### src/ccm_defines.svh
// register offsets, field positions and reset values of the capture/compare block
`ifndef CCM_DEFINES_SVH
`define CCM_DEFINES_SVH

`define CCM_ADDR_W 5
`define CCM_OFF_MODE 5'h00
`define CCM_OFF_CMP_LO 5'h04
`define CCM_OFF_CMP_HI 5'h08
`define CCM_OFF_CTRL 5'h0C
`define CCM_OFF_COUNT 5'h10

`define CCM_BIT_PWM16 7
`define CCM_BIT_CMP_EN 6
`define CCM_BIT_RISE_SEL 5
`define CCM_BIT_FALL_SEL 4
`define CCM_BIT_MATCH_EN 3
`define CCM_BIT_TOGGLE_EN 2
`define CCM_BIT_PWM 1
`define CCM_BIT_IRQ_EN 0

`define CCM_BIT_FLAG 0
`define CCM_BIT_PIN_IN 1
`define CCM_BIT_PIN_OUT 2
`define CCM_BIT_IRQ 3

`define CCM_MODE_RST 8'h00
`define CCM_CMP_RST 8'h00
`define CCM_RESP_OKAY 2'b00
`define CCM_RESP_SLVERR 2'b10

`endif

### src/ccm_pkg.sv
// types shared by the capture/compare block modules
package ccm_pkg;
  `include "ccm_defines.svh"

  typedef logic [`CCM_ADDR_W-1:0] ccm_addr_t;
  typedef logic [31:0] ccm_word_t;
  typedef logic [3:0] ccm_strb_t;
  typedef logic [15:0] ccm_cnt_t;
  typedef logic [1:0] ccm_resp_t;

  // pin synchroniser and edge history
  typedef struct packed {
    logic s1;
    logic s2;
    logic s3;
  } ccm_edge_state_t;

  // registered compare hit
  typedef struct packed {
    logic hit;
  } ccm_match_state_t;

  // whole state of the top module
  typedef struct packed {
    logic [7:0] mode;
    logic [7:0] cmp_lo;
    logic [7:0] cmp_hi;
    logic flag;
    logic pin_out;
    logic pin_oe;
    logic irq;
    logic awready;
    logic wready;
    logic bvalid;
    ccm_resp_t bresp;
    logic aw_got;
    logic w_got;
    ccm_addr_t waddr;
    ccm_word_t wdata;
    ccm_strb_t wstrb;
    logic arready;
    logic rvalid;
    ccm_resp_t rresp;
    ccm_word_t rdata;
  } ccm_top_state_t;
endpackage

### src/ccm_evt_if.sv
// events passed from the pin and compare helpers to the top
`timescale 1ns/1ps
interface ccm_evt_if;
  logic rise;
  logic fall;
  logic level;
  logic match;

  modport edge_src (output rise, output fall, output level);
  modport match_src (output match);
  modport sink (input rise, input fall, input level, input match);
endinterface

### src/ccm_edge_detect.sv
// two-flop pin synchroniser with rising and falling edge detection
`timescale 1ns/1ps
module ccm_edge_detect (
  // clock and reset
  input wire logic aclk,
  input wire logic aresetn,
  // raw pin level
  input wire logic pin_in,
  // edge events
  ccm_evt_if.edge_src evt
);
  import ccm_pkg::*;

  ccm_edge_state_t r_r;
  ccm_edge_state_t r_nxt;

  // shift the pin through; s1 is read only by s2
  always_comb begin
    r_nxt = r_r;
    r_nxt.s1 = pin_in;
    r_nxt.s2 = r_r.s1;
    r_nxt.s3 = r_r.s2;
  end

  always_ff @(posedge aclk) begin
    if (!aresetn) begin
      r_r <= '0;
    end else begin
      r_r <= r_nxt;
    end
  end

  // edges seen between the settled stages only
  assign evt.rise = r_r.s2 & ~r_r.s3;
  assign evt.fall = ~r_r.s2 & r_r.s3;
  assign evt.level = r_r.s2;
endmodule

### src/ccm_match.sv
// counter against compare equality, sampled once per counter step
`timescale 1ns/1ps
module ccm_match (
  // clock and reset
  input wire logic aclk,
  input wire logic aresetn,
  // shared counter and compare value
  input wire ccm_pkg::ccm_cnt_t counter_value,
  input wire logic counter_tick,
  input wire ccm_pkg::ccm_cnt_t compare,
  // match event
  ccm_evt_if.match_src evt
);
  import ccm_pkg::*;

  ccm_match_state_t r_r;
  ccm_match_state_t r_nxt;

  // one hit per step
  // only a counter step qualifies, so a parked counter fires once
  always_comb begin
    r_nxt = r_r;
    r_nxt.hit = counter_tick && (counter_value == compare);
  end

  always_ff @(posedge aclk) begin
    if (!aresetn) begin
      r_r <= '0;
    end else begin
      r_r <= r_nxt;
    end
  end

  assign evt.match = r_r.hit;
endmodule

### src/ccm_top.sv
// capture/compare module of the counter array with an AXI4-Lite slave
//
// What this block does
// - capture mode copies the shared counter into both compare bytes on an edge
// - rising and falling select bits pick capture edge; both give either edge
// - every capture sets the module event flag to one
// - interrupt request rises while event flag and module interrupt enable are set
// - hardware never clears the event flag; software writes it to zero
// - with both edge selects set, the pin level stays readable
// - timer mode compares counter with compare register, flags equality
// - timer mode needs comparator enable and match flag enable both set
// - low byte write clears comparator enable; high byte write sets it
// - high speed output inverts the pin on each match and flags it
// - high speed output needs toggle and comparator enable set; flagging it also needs match flag enable
// - clearing comparator enable freezes the pin at its present level unless the pwm bit is set
// - comparator off: no toggling, and the pwm bit (not pwm16) drives the pin low
// - with match flag enable set, every comparator match sets the flag
`timescale 1ns/1ps
`include "ccm_defines.svh"
module ccm_top (
  // clock and reset
  input wire logic aclk,
  input wire logic aresetn,
  // axi4-lite write address
  input wire ccm_pkg::ccm_addr_t s_axi_awaddr,
  input wire logic s_axi_awvalid,
  output logic s_axi_awready,
  // axi4-lite write data
  input wire ccm_pkg::ccm_word_t s_axi_wdata,
  input wire ccm_pkg::ccm_strb_t s_axi_wstrb,
  input wire logic s_axi_wvalid,
  output logic s_axi_wready,
  // axi4-lite write response
  output ccm_pkg::ccm_resp_t s_axi_bresp,
  output logic s_axi_bvalid,
  input wire logic s_axi_bready,
  // axi4-lite read address
  input wire ccm_pkg::ccm_addr_t s_axi_araddr,
  input wire logic s_axi_arvalid,
  output logic s_axi_arready,
  // axi4-lite read data
  output ccm_pkg::ccm_word_t s_axi_rdata,
  output ccm_pkg::ccm_resp_t s_axi_rresp,
  output logic s_axi_rvalid,
  input wire logic s_axi_rready,
  // shared counter of the array
  input wire ccm_pkg::ccm_cnt_t counter_value,
  input wire logic counter_tick,
  // module pin
  input wire logic module_io_pin_in,
  output logic module_io_pin_out,
  output logic module_io_pin_oe,
  // interrupt request contribution
  output logic counter_array_irq
);
  import ccm_pkg::*;

  // reset image: all bus readies up, nothing pending
  localparam ccm_top_state_t TOP_RST = '{
    mode: `CCM_MODE_RST,
    cmp_lo: `CCM_CMP_RST,
    cmp_hi: `CCM_CMP_RST,
    awready: 1'b1,
    wready: 1'b1,
    arready: 1'b1,
    bresp: `CCM_RESP_OKAY,
    rresp: `CCM_RESP_OKAY,
    default: '0
  };

  // state register and its next value
  ccm_top_state_t r_r;
  ccm_top_state_t r_nxt;
  // event bundle filled by the two helpers
  ccm_evt_if evt ();

  // helper signals of the next-state logic
  logic cap_evt;
  logic cmp_evt;
  logic wr_strobe;
  logic sel_rise;
  logic sel_fall;
  logic cmp_on;
  logic match_on;
  logic toggle_on;
  ccm_word_t rd_mux;
  ccm_resp_t rd_resp;

  // pin edges and level, synchronised inside
  ccm_edge_detect u_edge (
    .aclk(aclk),
    .aresetn(aresetn),
    .pin_in(module_io_pin_in),
    .evt(evt.edge_src)
  );

  // comparator against the registered compare value
  ccm_match u_match (
    .aclk(aclk),
    .aresetn(aresetn),
    .counter_value(counter_value),
    .counter_tick(counter_tick),
    .compare({r_r.cmp_hi, r_r.cmp_lo}),
    .evt(evt.match_src)
  );

  // mode bits as they stand this cycle
  assign sel_rise = r_r.mode[`CCM_BIT_RISE_SEL];
  assign sel_fall = r_r.mode[`CCM_BIT_FALL_SEL];
  assign cmp_on = r_r.mode[`CCM_BIT_CMP_EN];
  assign match_on = r_r.mode[`CCM_BIT_MATCH_EN];
  assign toggle_on = r_r.mode[`CCM_BIT_TOGGLE_EN];

  // edge select
  // either select alone picks one edge, both together pick either edge
  assign cap_evt = (sel_rise & evt.rise) | (sel_fall & evt.fall);

  // comparator gate
  // a disabled comparator yields no match events at all
  assign cmp_evt = evt.match & cmp_on;

  // read mux, decoded from the live read address
  always_comb begin
    rd_mux = '0;
    rd_resp = `CCM_RESP_OKAY;
    case (s_axi_araddr)
      `CCM_OFF_MODE: begin
        rd_mux[7:0] = r_r.mode;
      end
      `CCM_OFF_CMP_LO: begin
        rd_mux[7:0] = r_r.cmp_lo;
      end
      `CCM_OFF_CMP_HI: begin
        rd_mux[7:0] = r_r.cmp_hi;
      end
      `CCM_OFF_CTRL: begin
        rd_mux[`CCM_BIT_FLAG] = r_r.flag;
        // pin level
        // lets software tell a rising from a falling capture
        rd_mux[`CCM_BIT_PIN_IN] = evt.level;
        rd_mux[`CCM_BIT_PIN_OUT] = r_r.pin_out;
        rd_mux[`CCM_BIT_IRQ] = r_r.irq;
      end
      `CCM_OFF_COUNT: begin
        // live count, never latched
        rd_mux[15:0] = counter_value;
      end
      default: begin
        // unmapped offsets read as zero with an error
        rd_resp = `CCM_RESP_SLVERR;
      end
    endcase
  end

  // all next-state logic of the top module
  always_comb begin
    // hold everything unless a rule below moves it
    r_nxt = r_r;
    wr_strobe = 1'b0;

    // address and data may arrive in either order
    if (s_axi_awvalid && r_r.awready) begin
      r_nxt.aw_got = 1'b1;
      r_nxt.waddr = s_axi_awaddr;
    end
    if (s_axi_wvalid && r_r.wready) begin
      r_nxt.w_got = 1'b1;
      r_nxt.wdata = s_axi_wdata;
      r_nxt.wstrb = s_axi_wstrb;
    end

    // both halves present: perform the write
    if (r_nxt.aw_got && r_nxt.w_got && !r_r.bvalid) begin
      r_nxt.aw_got = 1'b0;
      r_nxt.w_got = 1'b0;
      r_nxt.bvalid = 1'b1;
      r_nxt.bresp = `CCM_RESP_OKAY;
      // only the low byte lane carries register bits
      wr_strobe = r_nxt.wstrb[0];
      case (r_nxt.waddr)
        `CCM_OFF_MODE: begin
          if (wr_strobe) begin
            // whole byte, comparator enable included
            r_nxt.mode = r_nxt.wdata[7:0];
          end
        end
        `CCM_OFF_CMP_LO: begin
          if (wr_strobe) begin
            r_nxt.cmp_lo = r_nxt.wdata[7:0];
            // low write disarms
            // stops a half-loaded compare value from matching
            r_nxt.mode[`CCM_BIT_CMP_EN] = 1'b0;
          end
        end
        `CCM_OFF_CMP_HI: begin
          if (wr_strobe) begin
            r_nxt.cmp_hi = r_nxt.wdata[7:0];
            r_nxt.mode[`CCM_BIT_CMP_EN] = 1'b1;
          end
        end
        `CCM_OFF_CTRL: begin
          // software clear
          // the only path that ever lowers the flag
          if (wr_strobe) begin
            r_nxt.flag = r_nxt.wdata[`CCM_BIT_FLAG];
          end
        end
        `CCM_OFF_COUNT: begin
          // counter view is read only; write accepted and dropped
        end
        default: begin
          // unmapped offsets change nothing
          r_nxt.bresp = `CCM_RESP_SLVERR;
        end
      endcase
    end

    // response handshake
    if (r_r.bvalid && s_axi_bready) begin
      r_nxt.bvalid = 1'b0;
    end
    // readies stay low until the response has gone
    r_nxt.awready = !r_nxt.aw_got && !r_nxt.bvalid;
    r_nxt.wready = !r_nxt.w_got && !r_nxt.bvalid;

    // read channel, one outstanding
    if (s_axi_arvalid && r_r.arready) begin
      r_nxt.rvalid = 1'b1;
      r_nxt.rdata = rd_mux;
      r_nxt.rresp = rd_resp;
    end else if (r_r.rvalid && s_axi_rready) begin
      r_nxt.rvalid = 1'b0;
    end
    // no new read while read data still waits
    r_nxt.arready = !r_nxt.rvalid;

    // capture counter
    // capture beats a same-cycle software byte write
    if (cap_evt) begin
      r_nxt.cmp_lo = counter_value[7:0];
      r_nxt.cmp_hi = counter_value[15:8];
      r_nxt.flag = 1'b1;
    end

    // comparator enable plus match flag enable
    // hardware set wins over a same-cycle software clear
    if (cmp_evt && match_on) begin
      r_nxt.flag = 1'b1;
    end

    // no toggle unless comparator enable is set
    if (cmp_evt && toggle_on) begin
      r_nxt.pin_out = ~r_r.pin_out;
    end

    // pwm held low
    // with the comparator off the pwm bit parks the pin low; the pwm16 bit does not
    if (r_nxt.mode[`CCM_BIT_PWM] && !r_nxt.mode[`CCM_BIT_CMP_EN]) begin
      r_nxt.pin_out = 1'b0;
    end

    // pin driven only in the output modes
    r_nxt.pin_oe = r_nxt.mode[`CCM_BIT_TOGGLE_EN] |
                   r_nxt.mode[`CCM_BIT_PWM];

    // interrupt request
    // level follows flag and enable, so a cleared flag drops it
    r_nxt.irq = r_nxt.flag & r_nxt.mode[`CCM_BIT_IRQ_EN];
  end

  // synchronous reset loads the reset image
  always_ff @(posedge aclk) begin
    if (!aresetn) begin
      r_r <= TOP_RST;
    end else begin
      r_r <= r_nxt;
    end
  end

  // every output straight from the state register
  // write channels
  assign s_axi_awready = r_r.awready;
  assign s_axi_wready = r_r.wready;
  assign s_axi_bvalid = r_r.bvalid;
  assign s_axi_bresp = r_r.bresp;

  // read channels
  assign s_axi_arready = r_r.arready;
  assign s_axi_rvalid = r_r.rvalid;
  assign s_axi_rdata = r_r.rdata;
  assign s_axi_rresp = r_r.rresp;

  // pin and request
  assign module_io_pin_out = r_r.pin_out;
  assign module_io_pin_oe = r_r.pin_oe;
  assign counter_array_irq = r_r.irq;
endmodule

### config.mk
export PLATFORM = sky130hd
export DESIGN_NAME = ccm_top
export DESIGN_NICKNAME = d
export VERILOG_FILES = /design/src/ccm_pkg.sv /design/src/ccm_evt_if.sv /design/src/ccm_edge_detect.sv /design/src/ccm_match.sv /design/src/ccm_top.sv
export VERILOG_INCLUDE_DIRS = /design/src
export SDC_FILE = /design/constraint.sdc
export NUM_CORES = 1
export LEC_CHECK = 0
export BUFFER_PORTS_ARGS = -buffer_cell sky130_fd_sc_hd__buf_2
export CELL_PAD_IN_SITES_DETAIL_PLACEMENT = 0
export CELL_PAD_IN_SITES_GLOBAL_PLACEMENT = 2
export CORE_AREA = 5 5 113 115
export CTS_CLUSTER_SIZE = 20
export DETAILED_ROUTE_END_ITERATION = 8
export DIE_AREA = 0 0 118 120
export PLACE_DENSITY_LB_ADDON = 0.1
export SYNTH_ARGS = -nofsm -noshare
export SYNTH_HDL_FRONTEND = slang
export SYNTH_SLANG_ARGS = --single-unit
### constraint.sdc
create_clock -name aclk -period 4 [get_ports aclk]
set_input_delay 0 -clock aclk [delete_from_list [all_inputs] [get_ports aclk]]
set_output_delay 0 -clock aclk [all_outputs]
set_load 0.05 [all_outputs]
### Yosys cells after proc, flatten, opt, wreduce, memory -nomap -nowiden

Cells that the tools add are included.

| storage, ports and cells | value |
|---|---|
| input port bits | 71 |
| register bits after elaboration | 76 |
| output and inout bits | 44 |
| logic and storage cells | 104 |

| cells by class | value |
|---|---|
| bitwise gates (word level) | 12 |
| eq/ne operators | 9 |
| muxes and demuxes | 26 |
| reduce and logical (&&, ||, !) cells | 31 |

Operators with widths:

| kind | number |
|---|---|
| 8-bit two-way mux | 4 |
| 24-bit two-way mux | 1 |
| 5-bit by 4-bit equality test with 1-bit output (second input constant) | 4 |
| 4-bit case mux with 5 select lines | 1 |
| 17-bit two-way mux | 1 |
| 16-bit equality test | 1 |
| 4-bit case mux with 4 select lines | 1 |
| 1-bit logical AND | 13 |
| 12-bit two-way mux | 1 |
| 5-bit by 3-bit equality test with 1-bit output (second input constant) | 2 |
| 5-bit equality test (second input constant) | 2 |
| 5-bit zero test | 2 |
| 1-bit two-way mux | 10 |
| 5-bit two-way mux | 2 |
| 5-bit OR reduction | 2 |
| 3-bit AND reduction | 3 |
| 2-bit nonzero test | 4 |
| 7-bit two-way mux | 1 |
| 1-bit AND | 6 |
| 1-bit zero test | 6 |
| 6-bit two-way mux | 1 |
| 2-bit two-way mux | 2 |
| 1-bit NOT | 4 |
| 1-bit case mux with 3 select lines | 1 |
| other kinds (2) | 3 |

### Logic depth before layout (Yosys ltp)

Gate-level depths: netlist of the first run.

| depth | value |
|---|---|
| depth after elaboration | 9 |
| mapped depth | 8 |
| mapped depth without buffers | 5 |

### Modules after synthesis

Synthesis of the first run repeated with hierarchy kept, for this count alone.

| unflattened totals | value |
|---|---|
| cells, all modules | 390 |
| area total of the unflattened synthesis | 3465.8 µm² |

Modules (own cells, without submodules):

| module | times used | sequential area each (µm²) | cells an instance | area each (µm²) |
|---|---|---|---|---|
| ccm_top | 1 | 1341.3 | 359 | 3170.5 |
| ccm_match | 1 | 20.0 | 23 | 203.9 |
| ccm_edge_detect | 1 | 60.1 | 8 | 91.3 |

### Worst setup path after synthesis of the first run

No wires, ideal clock.

| timing path | value |
|---|---|
| path kind | flip-flop to flip-flop |
| from | register r_r (netlist bit s_axi_wready) |
| to | register r_r (netlist bit module_io_pin_oe) |
| setup time | 122 ps |
| data required time | 3878 ps |
| clock period less this slack | 2271 ps |
| slack | 1729 ps |
| path buffers | 2 |
| data arrival time | 2149 ps |
| stages on the path, launching flop included | 8 |
| cells stage by stage | dfxtp_1 > nand2_2 > a31oi_2 > nor4b_4 > buf_6 > and2_1 > buf_6 > o311a_1 |

| on the way | value |
|---|---|
| longest elaborated chain between the ends | 6 |
| elaborated cells between the ends (all ways) | 9 |
| classes of those cells | mux (5); bitwise (1); reduce/logical (3) |

Ends and longest elaborated chain:

| what | RTL line | text |
|---|---|---|
| start: declaration | ccm_top.sv:72 | `ccm_top_state_t r_r;` |
| start signal: assignment | ccm_top.sv:276 | `r_r <= r_nxt;` |
| 1-bit logical AND (*) | ccm_top.sv:166 | `if (s_axi_wvalid && r_r.wready) begin` |
| 12-bit two-way mux or 1-bit two-way mux (tied branches) | ccm_top.sv:166 |  |
| 7-bit two-way mux or 1-bit logical AND (tied branches) | ccm_top.sv:182, ccm_top.sv:173 |  |
| 6-bit two-way mux or 1-bit logical AND (tied branches) | ccm_top.sv:180, ccm_top.sv:173 |  |
| 24-bit two-way mux (*) | ccm_top.sv:173 | `if (r_nxt.aw_got && r_nxt.w_got && !r_r.bvalid) begin` |
| 1-bit bitwise OR (*) | ccm_top.sv:263 | `` r_nxt.pin_oe = r_nxt.mode[`CCM_BIT_TOGGLE_EN] \| `` |

Every way passes the cells marked *; elsewhere a longest branch is shown, timed or not. The select of a mux whose other input is x is not followed.
A chain may end at the register's enable or synchronous reset.

### Worst setup path in the final report of the first run

| timing path | value |
|---|---|
| from | register r_r (netlist bit s_axi_awready) |
| to | register r_r (netlist bit counter_array_irq) |

| on the way | value |
|---|---|
| longest elaborated chain between the ends | 8 |
| elaborated cells between the ends (all ways) | 13 |
| classes of those cells | eq/ne (1); mux (7); bitwise (1); reduce/logical (4) |

Ends and longest elaborated chain:

| what | RTL line | text |
|---|---|---|
| 1-bit logical AND (*) | ccm_top.sv:162 | `if (s_axi_awvalid && r_r.awready) begin` |
| 5-bit two-way mux or 1-bit two-way mux (tied branches) | ccm_top.sv:162 |  |
| 5-bit by 4-bit equality test with 1-bit output or 1-bit logical AND (tied branches) | ccm_top.sv:180, ccm_top.sv:173 |  |
| 1-bit two-way mux or 1-bit logical AND (tied branches) | ccm_top.sv:180, ccm_top.sv:173 |  |
| 24-bit two-way mux (*) | ccm_top.sv:173 |  |
| 17-bit two-way mux | ccm_top.sv:239 | `if (cap_evt) begin` |
| 1-bit two-way mux | ccm_top.sv:247 | `if (cmp_evt && match_on) begin` |
| 1-bit AND (*) | ccm_top.sv:268 | `` r_nxt.irq = r_nxt.flag & r_nxt.mode[`CCM_BIT_IRQ_EN]; `` |

Marks and branches as above.

==> results of run 1 <==
critical path, cell delays in order, from the launching register on:
cell and delay (ps):
dfxtp_1 450, and2_1 390, mux2i_1 170, nor4b_4 620, and2_1 500, o2111a_1 230
power by group:
part           internal, µW  switching [µW]  leakage, µW
clock network           643             322     0.000176
registers               734            18.8     0.000578
logic                  88.4             210      0.00108
total                  1470             551      0.00183
layout make-up:
cell class / instances / area, µm² / share of cell area [%]
Multi-Input combinational cell: 301 / 1880 / 42.3
Clock inverter: 5 / 104 / 2.33
Clock buffer: 11 / 253 / 5.67
Inverter: 3 / 11.3 / 0.253
Tap cell: 147 / 184 / 4.13
Timing Repair Buffer: 95 / 598 / 13.4
Sequential cell: 71 / 1420 / 31.9
metrics by stage:
stage,setup slack [ps],cells
4_1_cts,1560,633
3_5_place_dp,1580,594
3_3_place_gp,1560,594
6_report,1580,633
2_1_floorplan,1730,432
5_1_grt,1410,633
state kept, by name, indices dropped and copies added, names as in the netlist:
| name | flops |
|---|---|
| cmp_on | 1 |
| counter_array_irq | 1 |
| match_on | 1 |
| module_io_pin_oe | 1 |
| module_io_pin_out | 1 |
| r_r | 39 |
| s_axi_arready | 1 |
| s_axi_awready | 1 |
| s_axi_bresp | 1 |
| s_axi_bvalid | 1 |
| s_axi_rdata | 16 |
| s_axi_rresp | 1 |
| s_axi_rvalid | 1 |
| s_axi_wready | 1 |
| u_edge.evt.level | 1 |
| u_edge.r_nxt | 1 |
| u_edge.r_r | 1 |
| u_match.evt.match | 1 |
worst paths after layout:
kind	depth (start not counted)	end	slack, ps
setup / recovery	5	counter_array_irq	1580
hold / removal	4	s_axi_wready	40
setup reg to reg	5	counter_array_irq	1580
hold reg to reg	1	u_edge.evt.level	430
placed cells by master (no fill, tap or decap), drive strengths merged, types with 8 or more instances in the layout:
cell type and count:
o21ai 9, a221o 8, buf 72, clkbuf 11
nor3 13, and2 9, nor2 45, xnor2 14
conb 18, nand2 34, mux2i 15, a21oi 39
dlygate4sd3 23, dfxtp 71, o311a 9, nand3 22
cells by family (layout without fill, tap and decap cells):
group | Yosys count | in the layout | share of synthesized area (%)
and+or+nand+nor | 151 | 151 | 20.9
AOI/OAI and AO/OA | 96 | 96 | 19.7
DFF | 71 | 71 | 39.2
buffers and inverters | 60 | 114 | 10.7
muxes | 19 | 19 | 5.38
xor gates and xnor gates | 17 | 17 | 4.10
other | 1 | 18 | 0.103
routing by layer:
layer | up-vias | GRT usage, %
met4 | 0 | 6.74
met1 | 1496 | 20.9
met5 | - | 0
li1 | 1580 | -
met3 | 15 | 3.77
met2 | 95 | 25.0
what timing repair did:
| action | CTS | global route |
|---|---|---|
| hold buffers | 23 | 0 |
| gates resized for setup | 0 | 0 |
| endpoints found under the hold margin | 25 | 0 |
| setup buffers | 0 | 0 |
==> results.yml, run 1 <==
run_status:
  status: "completed"
global_route:
  globalRouteTotalUtil_pct: 15.9
  grt_pass1_wl_um: 17500
  antenna_found_initial: 0
  grt_max_degree: 46
  grt_overflow_total: 0
  grt_pass1_vias: 3107
detailed_routing:
  wl_met1_um: 5290
  via_count: 3186
  drc: 0
  drtIter0Drc: 175
  ant_nets: 0
  wl_per_cell_um: 17.6
  dr_wl_met3_um: 480
  wl_um: 11200
  top_layer: "met4"
  dr.pass1.iters: 4
  wl_met2_um: 5110
  vias_per_cell: 5.03
worst_hold_path:
  worstHoldStart: "s_axi_wvalid"
  hold_path.class: "input port to flip-flop"
critical_path:
  end_kind: "flip-flop"
  critPathRequiredTime_ps: 4290
  r2r_start: "s_axi_awready"
  startpoint_type: "flip-flop"
  crit_start: "s_axi_awready"
  arrival_ps: 2700
  worst-path-max-fanout: 11
  critPathKind: "flip-flop to flip-flop"
cells_and_area:
  stdcell_area_mm2: 0.00446
  fill_cells: 1230
  areaGrowthSynthToFinish_pct: 22.8
  postLayoutCoreUtil_pct: 38.0
  drive_gt1_share_pct: 20.6
  nets: 552
  n_antenna_cell: 0
synthesis:
  yosys-top-cells-count: "dfxtp_1 (71), nor2_1 (45), a21oi_1 (39), buf_4 (36), nand2_1 (33)"
  synth_area_per_cell_um2: 8.75
  ys_warn_count: 0
  synth-main-ff-cell: "dfxtp_1"
  synth.distinct_cells: 56
  synth_top_area_share_pct: 39.2
  synth_area_leaders: "dfxtp_1 (39%), buf_4 (7.4%), a21oi_1 (5.4%)"
  synth_area_leader_cell: "dfxtp_1"
  synth_cells: 415
  syn_area_mm2: 0.00363
  yosysSeqAreaShare_pct: 39.2
  synth.most_common_cell: "dfxtp_1"
  async_flop_share_pct: 0
  synth-seq-cells: 71
  synth_enable_flop_cells: 0
timing:
  min_period_over_period_pct: 60.5
  max_slew_margin_pct: 33.1
  rsz0062_at_grt: "false"
  max_freq_mhz: 414
  final_max_slew_viol_count: 0
  whs_ps: 43.8
  period_minus_slack_ps: 2420
  setup_violations: 0
  skew_ps: 4.91
  hold_viol: 0
  tns_ps: 0
  tightest_slew_ps: 1000
placement:
  portBuffers: 69
  gp_congestion: 0.836
  hpwlAfterDp_um: 8010
  place_area_mm2: 0.00387
die:
  die_w_um: 118
  ios: 115
  start_util_pct: 31.0
  core_region_area_mm2: 0.0117
  fp-row-count: 40
  dieArea_mm2: 0.0142
  die_y_um: 120
clock_tree:
  clk_pin_slew_worst_paths_ps: 60
  cts_tree: "built"
  cts_buffers: 9
  cts-root-buf: "clkbuf_16"
  max-clock-path-buffers: 2
  clk_latency_ps: 340
  htreeDepth: 3
  cts.sink_count: 71
power_and_ir_drop:
  finalPower_uw: 2020
  ir_drop_mv: 0.185
  p_leak_uw: 0.00183
  cellPowerDensity_mw_per_mm2: 453
job:
  cap_viol_max_count: 0
Note: power is estimated with default switching activity, not from simulation.
==> run 2, diff against run 1 <==
--- a/config.mk
+++ b/config.mk
@@ -9,10 +9,10 @@
 export BUFFER_PORTS_ARGS = -buffer_cell sky130_fd_sc_hd__buf_2
 export CELL_PAD_IN_SITES_DETAIL_PLACEMENT = 0
 export CELL_PAD_IN_SITES_GLOBAL_PLACEMENT = 2
-export CORE_AREA = 5 5 113 115
+export CORE_AREA = 5 5 118 120
 export CTS_CLUSTER_SIZE = 20
 export DETAILED_ROUTE_END_ITERATION = 8
-export DIE_AREA = 0 0 118 120
+export DIE_AREA = 0 0 123 125
 export PLACE_DENSITY_LB_ADDON = 0.1
 export SYNTH_ARGS = -nofsm -noshare
 export SYNTH_HDL_FRONTEND = slang
==> constraint.sdc (replaced) <==
create_clock -name aclk -period 2.4 [get_ports aclk]
set_input_delay 0 -clock aclk [delete_from_list [all_inputs] [get_ports aclk]]
set_output_delay 0 -clock aclk [all_outputs]
set_load 0.05 [all_outputs]
==> results.yml, run 2 (synthesis gave the netlist of run 1 again) <==
run_status:
  status: "completed"
cells_and_area:
  nets: 565
  register_area_mm2: 0.00142
  layout_common_cells: "dfxtp_1 (71), buf_2 (69), nor2_1 (45)"
  final_cells: 674
  drive_gt1_share_pct: 22.5
  fill_cells: 1362
  areaGrowthSynthToFinish_pct: 26.2
  regMostFlops: "r_r"
  final_common_cell: "dfxtp_1"
  largest_reg_flops: 39
  n_antenna_cell: 0
  multiInputGateArea_mm2: 0.00188
  postLayoutCoreUtil_pct: 35.6
global_route:
  grt_overflow_total: 0
  antenna_found_initial: 0
  grt_max_degree: 45
  globalRouteTotalUtil_pct: 15.4
  grt_pass1_wl_um: 18100
  grt_pass1_vias: 3123
timing:
  tightest_slew_ps: 711
  period_minus_slack_ps: 2160
  rsz0062_at_grt: "false"
  max_slew_margin_pct: 51.3
  tns_ps: 0
  final_max_slew_viol_count: 0
  setup_violations: 0
  hold_viol: 0
  setup_ws_ps: 235
  skew_ps: 7.68
  max_freq_mhz: 462
  min_period_over_period_pct: 90.2
power_and_ir_drop:
  ir_drop_mv: 0.263
  p_leak_uw: 0.00188
  cellPowerDensity_mw_per_mm2: 726
critical_path:
  worst-path-max-fanout: 20
  critPathRequiredTime_ps: 2680
  r2r_cells: 6
  arrival_ps: 2450
  startpoint_type: "flip-flop"
  end_kind: "flip-flop"
  critPathKind: "flip-flop to flip-flop"
die:
  fp-row-count: 42
  start_util_pct: 28.2
  dieArea_mm2: 0.0154
  ios: 115
  core_region_area_mm2: 0.0129
  die_w_um: 123
  die_y_um: 125
clock_tree:
  htreeDepth: 3
  cts_tree: "built"
  clk_pin_slew_worst_paths_ps: 60
  postCtsSetupBuffers: 0
  cts_buffers: 9
  cts.sink_count: 71
  clk_latency_ps: 340
  max-clock-path-buffers: 2
  cts-root-buf: "clkbuf_16"
detailed_routing:
  wl_um: 11600
  drc: 0
  vias_per_cell: 4.86
  via_count: 3273
  wl_per_cell_um: 17.1
  drtIter0Drc: 210
  dr.pass1.iters: 4
  ant_nets: 0
placement:
  gp_congestion: 0.829
  hpwlAfterDp_um: 8380
  portBuffers: 69
  dp_cells: 636
  dp_slack_ps: 241
worst_hold_path:
  hold_depth: 4
  hold_path.class: "input port to flip-flop"
job:
  cap_viol_max_count: 0
-- run 2: final cells by class --
class	instances	share of cell area (%)
multi-input combinational	301	41.1
sequential	71	31.0
timing repair buffer	108	15.5
clock buffer	9	4.92
tap	176	4.81
clock inverter	6	2.40
inverter	3	0.246
-- run 2: final timing paths --
kind	startpoint	to	slack, ps
setup / recovery	s_axi_awready	counter_array_irq	240
hold / removal	s_axi_wvalid	s_axi_wready	30
setup reg to reg	s_axi_awready	counter_array_irq	240
hold reg to reg	u_edge.r_nxt[1]	u_edge.evt.level	430
-- run 2: power breakdown --
part / internal [µW] / switching [µW]
logic: 167 / 355
registers: 1220 / 31.2
clock network: 1010 / 542
total: 2400 / 929
-- run 2: timing repair --
action / 4_1_cts / 5_1_grt
endpoints found under the hold margin: 25 / 0
endpoints found under the setup margin: 0 / 0
hold buffers: 23 / 0
resized for setup: 0 / 0
-- run 2: metrics by stage --
step / power (µW) / hold slack [ps] / cell area [µm²]
floorplan: 1640 / 127 / 3690
global placement: 1780 / 206 / 4020
detailed placement: 1780 / 210 / 4020
CTS: 3370 / 18.4 / 4580
global route: 3470 / 48.4 / 4580
finish: 3330 / 27.9 / 4580
-- run 2: layer usage --
metal  track usage, %  routed length (µm)  up-vias
li1                 -                   -     1603
met1             21.1                5470     1586
met2             23.8                5440       73
met3             2.94                 483       11
met4             5.86                 163        0
met5                0                   0        -
-- run 2: critical path: stages, from the launching register on --
cell and delay [ps]:
dfxtp_1 380, a211o_1 300, a21o_1 270, nor4b_4 340, buf_12 200, and2_1 400, o2111a_1 230
==> run 3, diff against run 2 <==
==> constraint.sdc (replaced) <==
create_clock -name aclk -period 2.4 [get_ports aclk]
set_input_delay 0.12 -clock aclk [delete_from_list [all_inputs] [get_ports aclk]]
set_output_delay 0.12 -clock aclk [all_outputs]
set_load 0.05 [all_outputs]
==> results.yml, run 3 (synthesis gave the netlist of run 1 again) <==
clock_tree:
  htreeDepth: 3
  max-clock-path-buffers: 2
  clk_latency_ps: 340
  cts_tree: "built"
  cts.sink_count: 71
  cts_buffers: 9
  clk_pin_slew_worst_paths_ps: 60
  cts-root-buf: "clkbuf_16"
  postCtsResizedCells: 0
placement:
  dp_slack_ps: 239
  gp_congestion: 0.858
  portBuffers: 69
  hpwlAfterDp_um: 8310
die:
  fp-row-count: 42
  start_util_pct: 28.2
  die_y_um: 125
  dieArea_mm2: 0.0154
  core_region_area_mm2: 0.0129
  die_w_um: 123
  ios: 115
global_route:
  grt_max_degree: 45
  grt_overflow_total: 0
  grt_pass1_wl_um: 17300
  antenna_found_initial: 0
  globalRouteTotalUtil_pct: 14.7
  grt_pass1_vias: 3100
critical_path:
  crit_slowest_cell: "dfxtp_1"
  path_cells: "a211o_1 -> a21o_1 -> nor4b_4 -> buf_12 -> and2_1 -> o2111a_1"
  worst-path-max-fanout: 20
  end_kind: "flip-flop"
  arrival_ps: 2440
  startpoint_type: "flip-flop"
  crit_buf_inv: 1
  critical_path.top_delay_family: "compound AO/OA/AOI/OAI gates"
  critPathRequiredTime_ps: 2680
  critPathKind: "flip-flop to flip-flop"
  max_stage_delay_ps: 380
timing:
  setup_violations: 0
  max_slew_margin_pct: 52.3
  skew_ps: 5.52
  tns_ps: 0
  setup_ws_ps: 245
  whs_ps: 33.6
  period_minus_slack_ps: 2160
  min_period_over_period_pct: 89.8
  hold_viol: 0
  rsz0062_at_grt: "false"
  final_max_slew_viol_count: 0
  tightest_slew_ps: 696
  max_freq_mhz: 464
detailed_routing:
  via_count: 3111
  dr_wl_met3_um: 555
  drtIter0Drc: 166
  drc: 0
  wl_per_cell_um: 16.9
  wl_met1_um: 5060
  dr.pass1.iters: 4
  vias_per_cell: 4.75
  wl_um: 11100
  wl_met2_um: 5180
  top_layer: "met4"
  ant_nets: 0
cells_and_area:
  drive_gt1_share_pct: 24.0
  largest_reg_flops: 39
  nets: 545
  n_antenna_cell: 0
  final_common_cell: "dfxtp_1"
  areaGrowthSynthToFinish_pct: 20.0
  regMostFlops: "r_r"
  layout_common_cells: "dfxtp_1 (71), buf_2 (69), nor2_1 (45)"
power_and_ir_drop:
  cellPowerDensity_mw_per_mm2: 718
  ir_drop_mv: 0.264
  p_leak_uw: 0.00179
job:
  cap_viol_max_count: 0
worst_hold_path:
  hold_path.class: "input port to flip-flop"
run_status:
  status: "completed"
## run 3: cell count changes in the layout (fill, tap and decap cells not counted), sizes merged
cell	delta
clkinvlp	-1
buf	+2
dlygate4sd3	-22
bufinv	-3
clkbuf	+6
clkinv	-1
## run 3: path summary, 6_finish.rpt
kind / slack, ps / to / start / cells after the start
hold reg to reg: 430 / u_edge.evt.level / u_edge.r_nxt[1] / 1
setup / recovery: 240 / counter_array_irq / s_axi_awready / 6
setup reg to reg: 240 / counter_array_irq / s_axi_awready / 6
hold / removal: 30 / r_r[73] / s_axi_awaddr[1] / 3
## run 3: metrics by stage
step / total power, µW / utilization [%] / std cells / cell area (µm²)
floorplan: 1640 / - / 432 / 3690
global placement: 1780 / 31.3 / 638 / 4030
detailed placement: 1780 / 31.3 / 638 / 4030
CTS: 3180 / 33.8 / 655 / 4360
global route: 3280 / 33.8 / 655 / 4360
finish: 3130 / 33.8 / 655 / 4360
## run 3: per-layer routing
| metal | vias up | global-route usage, % |
|---|---|---|
| met1 | 1449 | 18.9 |
| met5 | - | 0 |
| met3 | 17 | 3.34 |
| met4 | 0 | 6.97 |
| li1 | 1563 | - |
| met2 | 82 | 23.1 |
## run 3: cell type report
class | instances | area [µm²]
Inverter | 3 | 11.3
Multi-Input combinational cell | 301 | 1880
Fill cell | 1402 | 8520
Sequential cell | 71 | 1420
Clock buffer | 15 | 308
Timing Repair Buffer | 88 | 503
Clock inverter | 1 | 7.51
Tap cell | 176 | 220
## run 3: power breakdown
part | switching [µW] | internal, µW
clock | 510 | 870
combinational | 349 | 144
sequential | 31.1 | 1220
total | 890 | 2240
## run 3: worst register-to-register path: cells and delay by family (launching register included)
kind / cells / cell delay, ps
flip-flops: 1 / 380
buffers and inverters: 1 / 200
AND/OR/NAND/NOR: 2 / 730
AO/OA/AOI/OAI: 3 / 810
## run 3: repair_timing
action / 4_1_cts / 5_1_grt
hold endpoints to repair: 1 / 0
buffers inserted: 0 / 0
hold buffers: 1 / 0
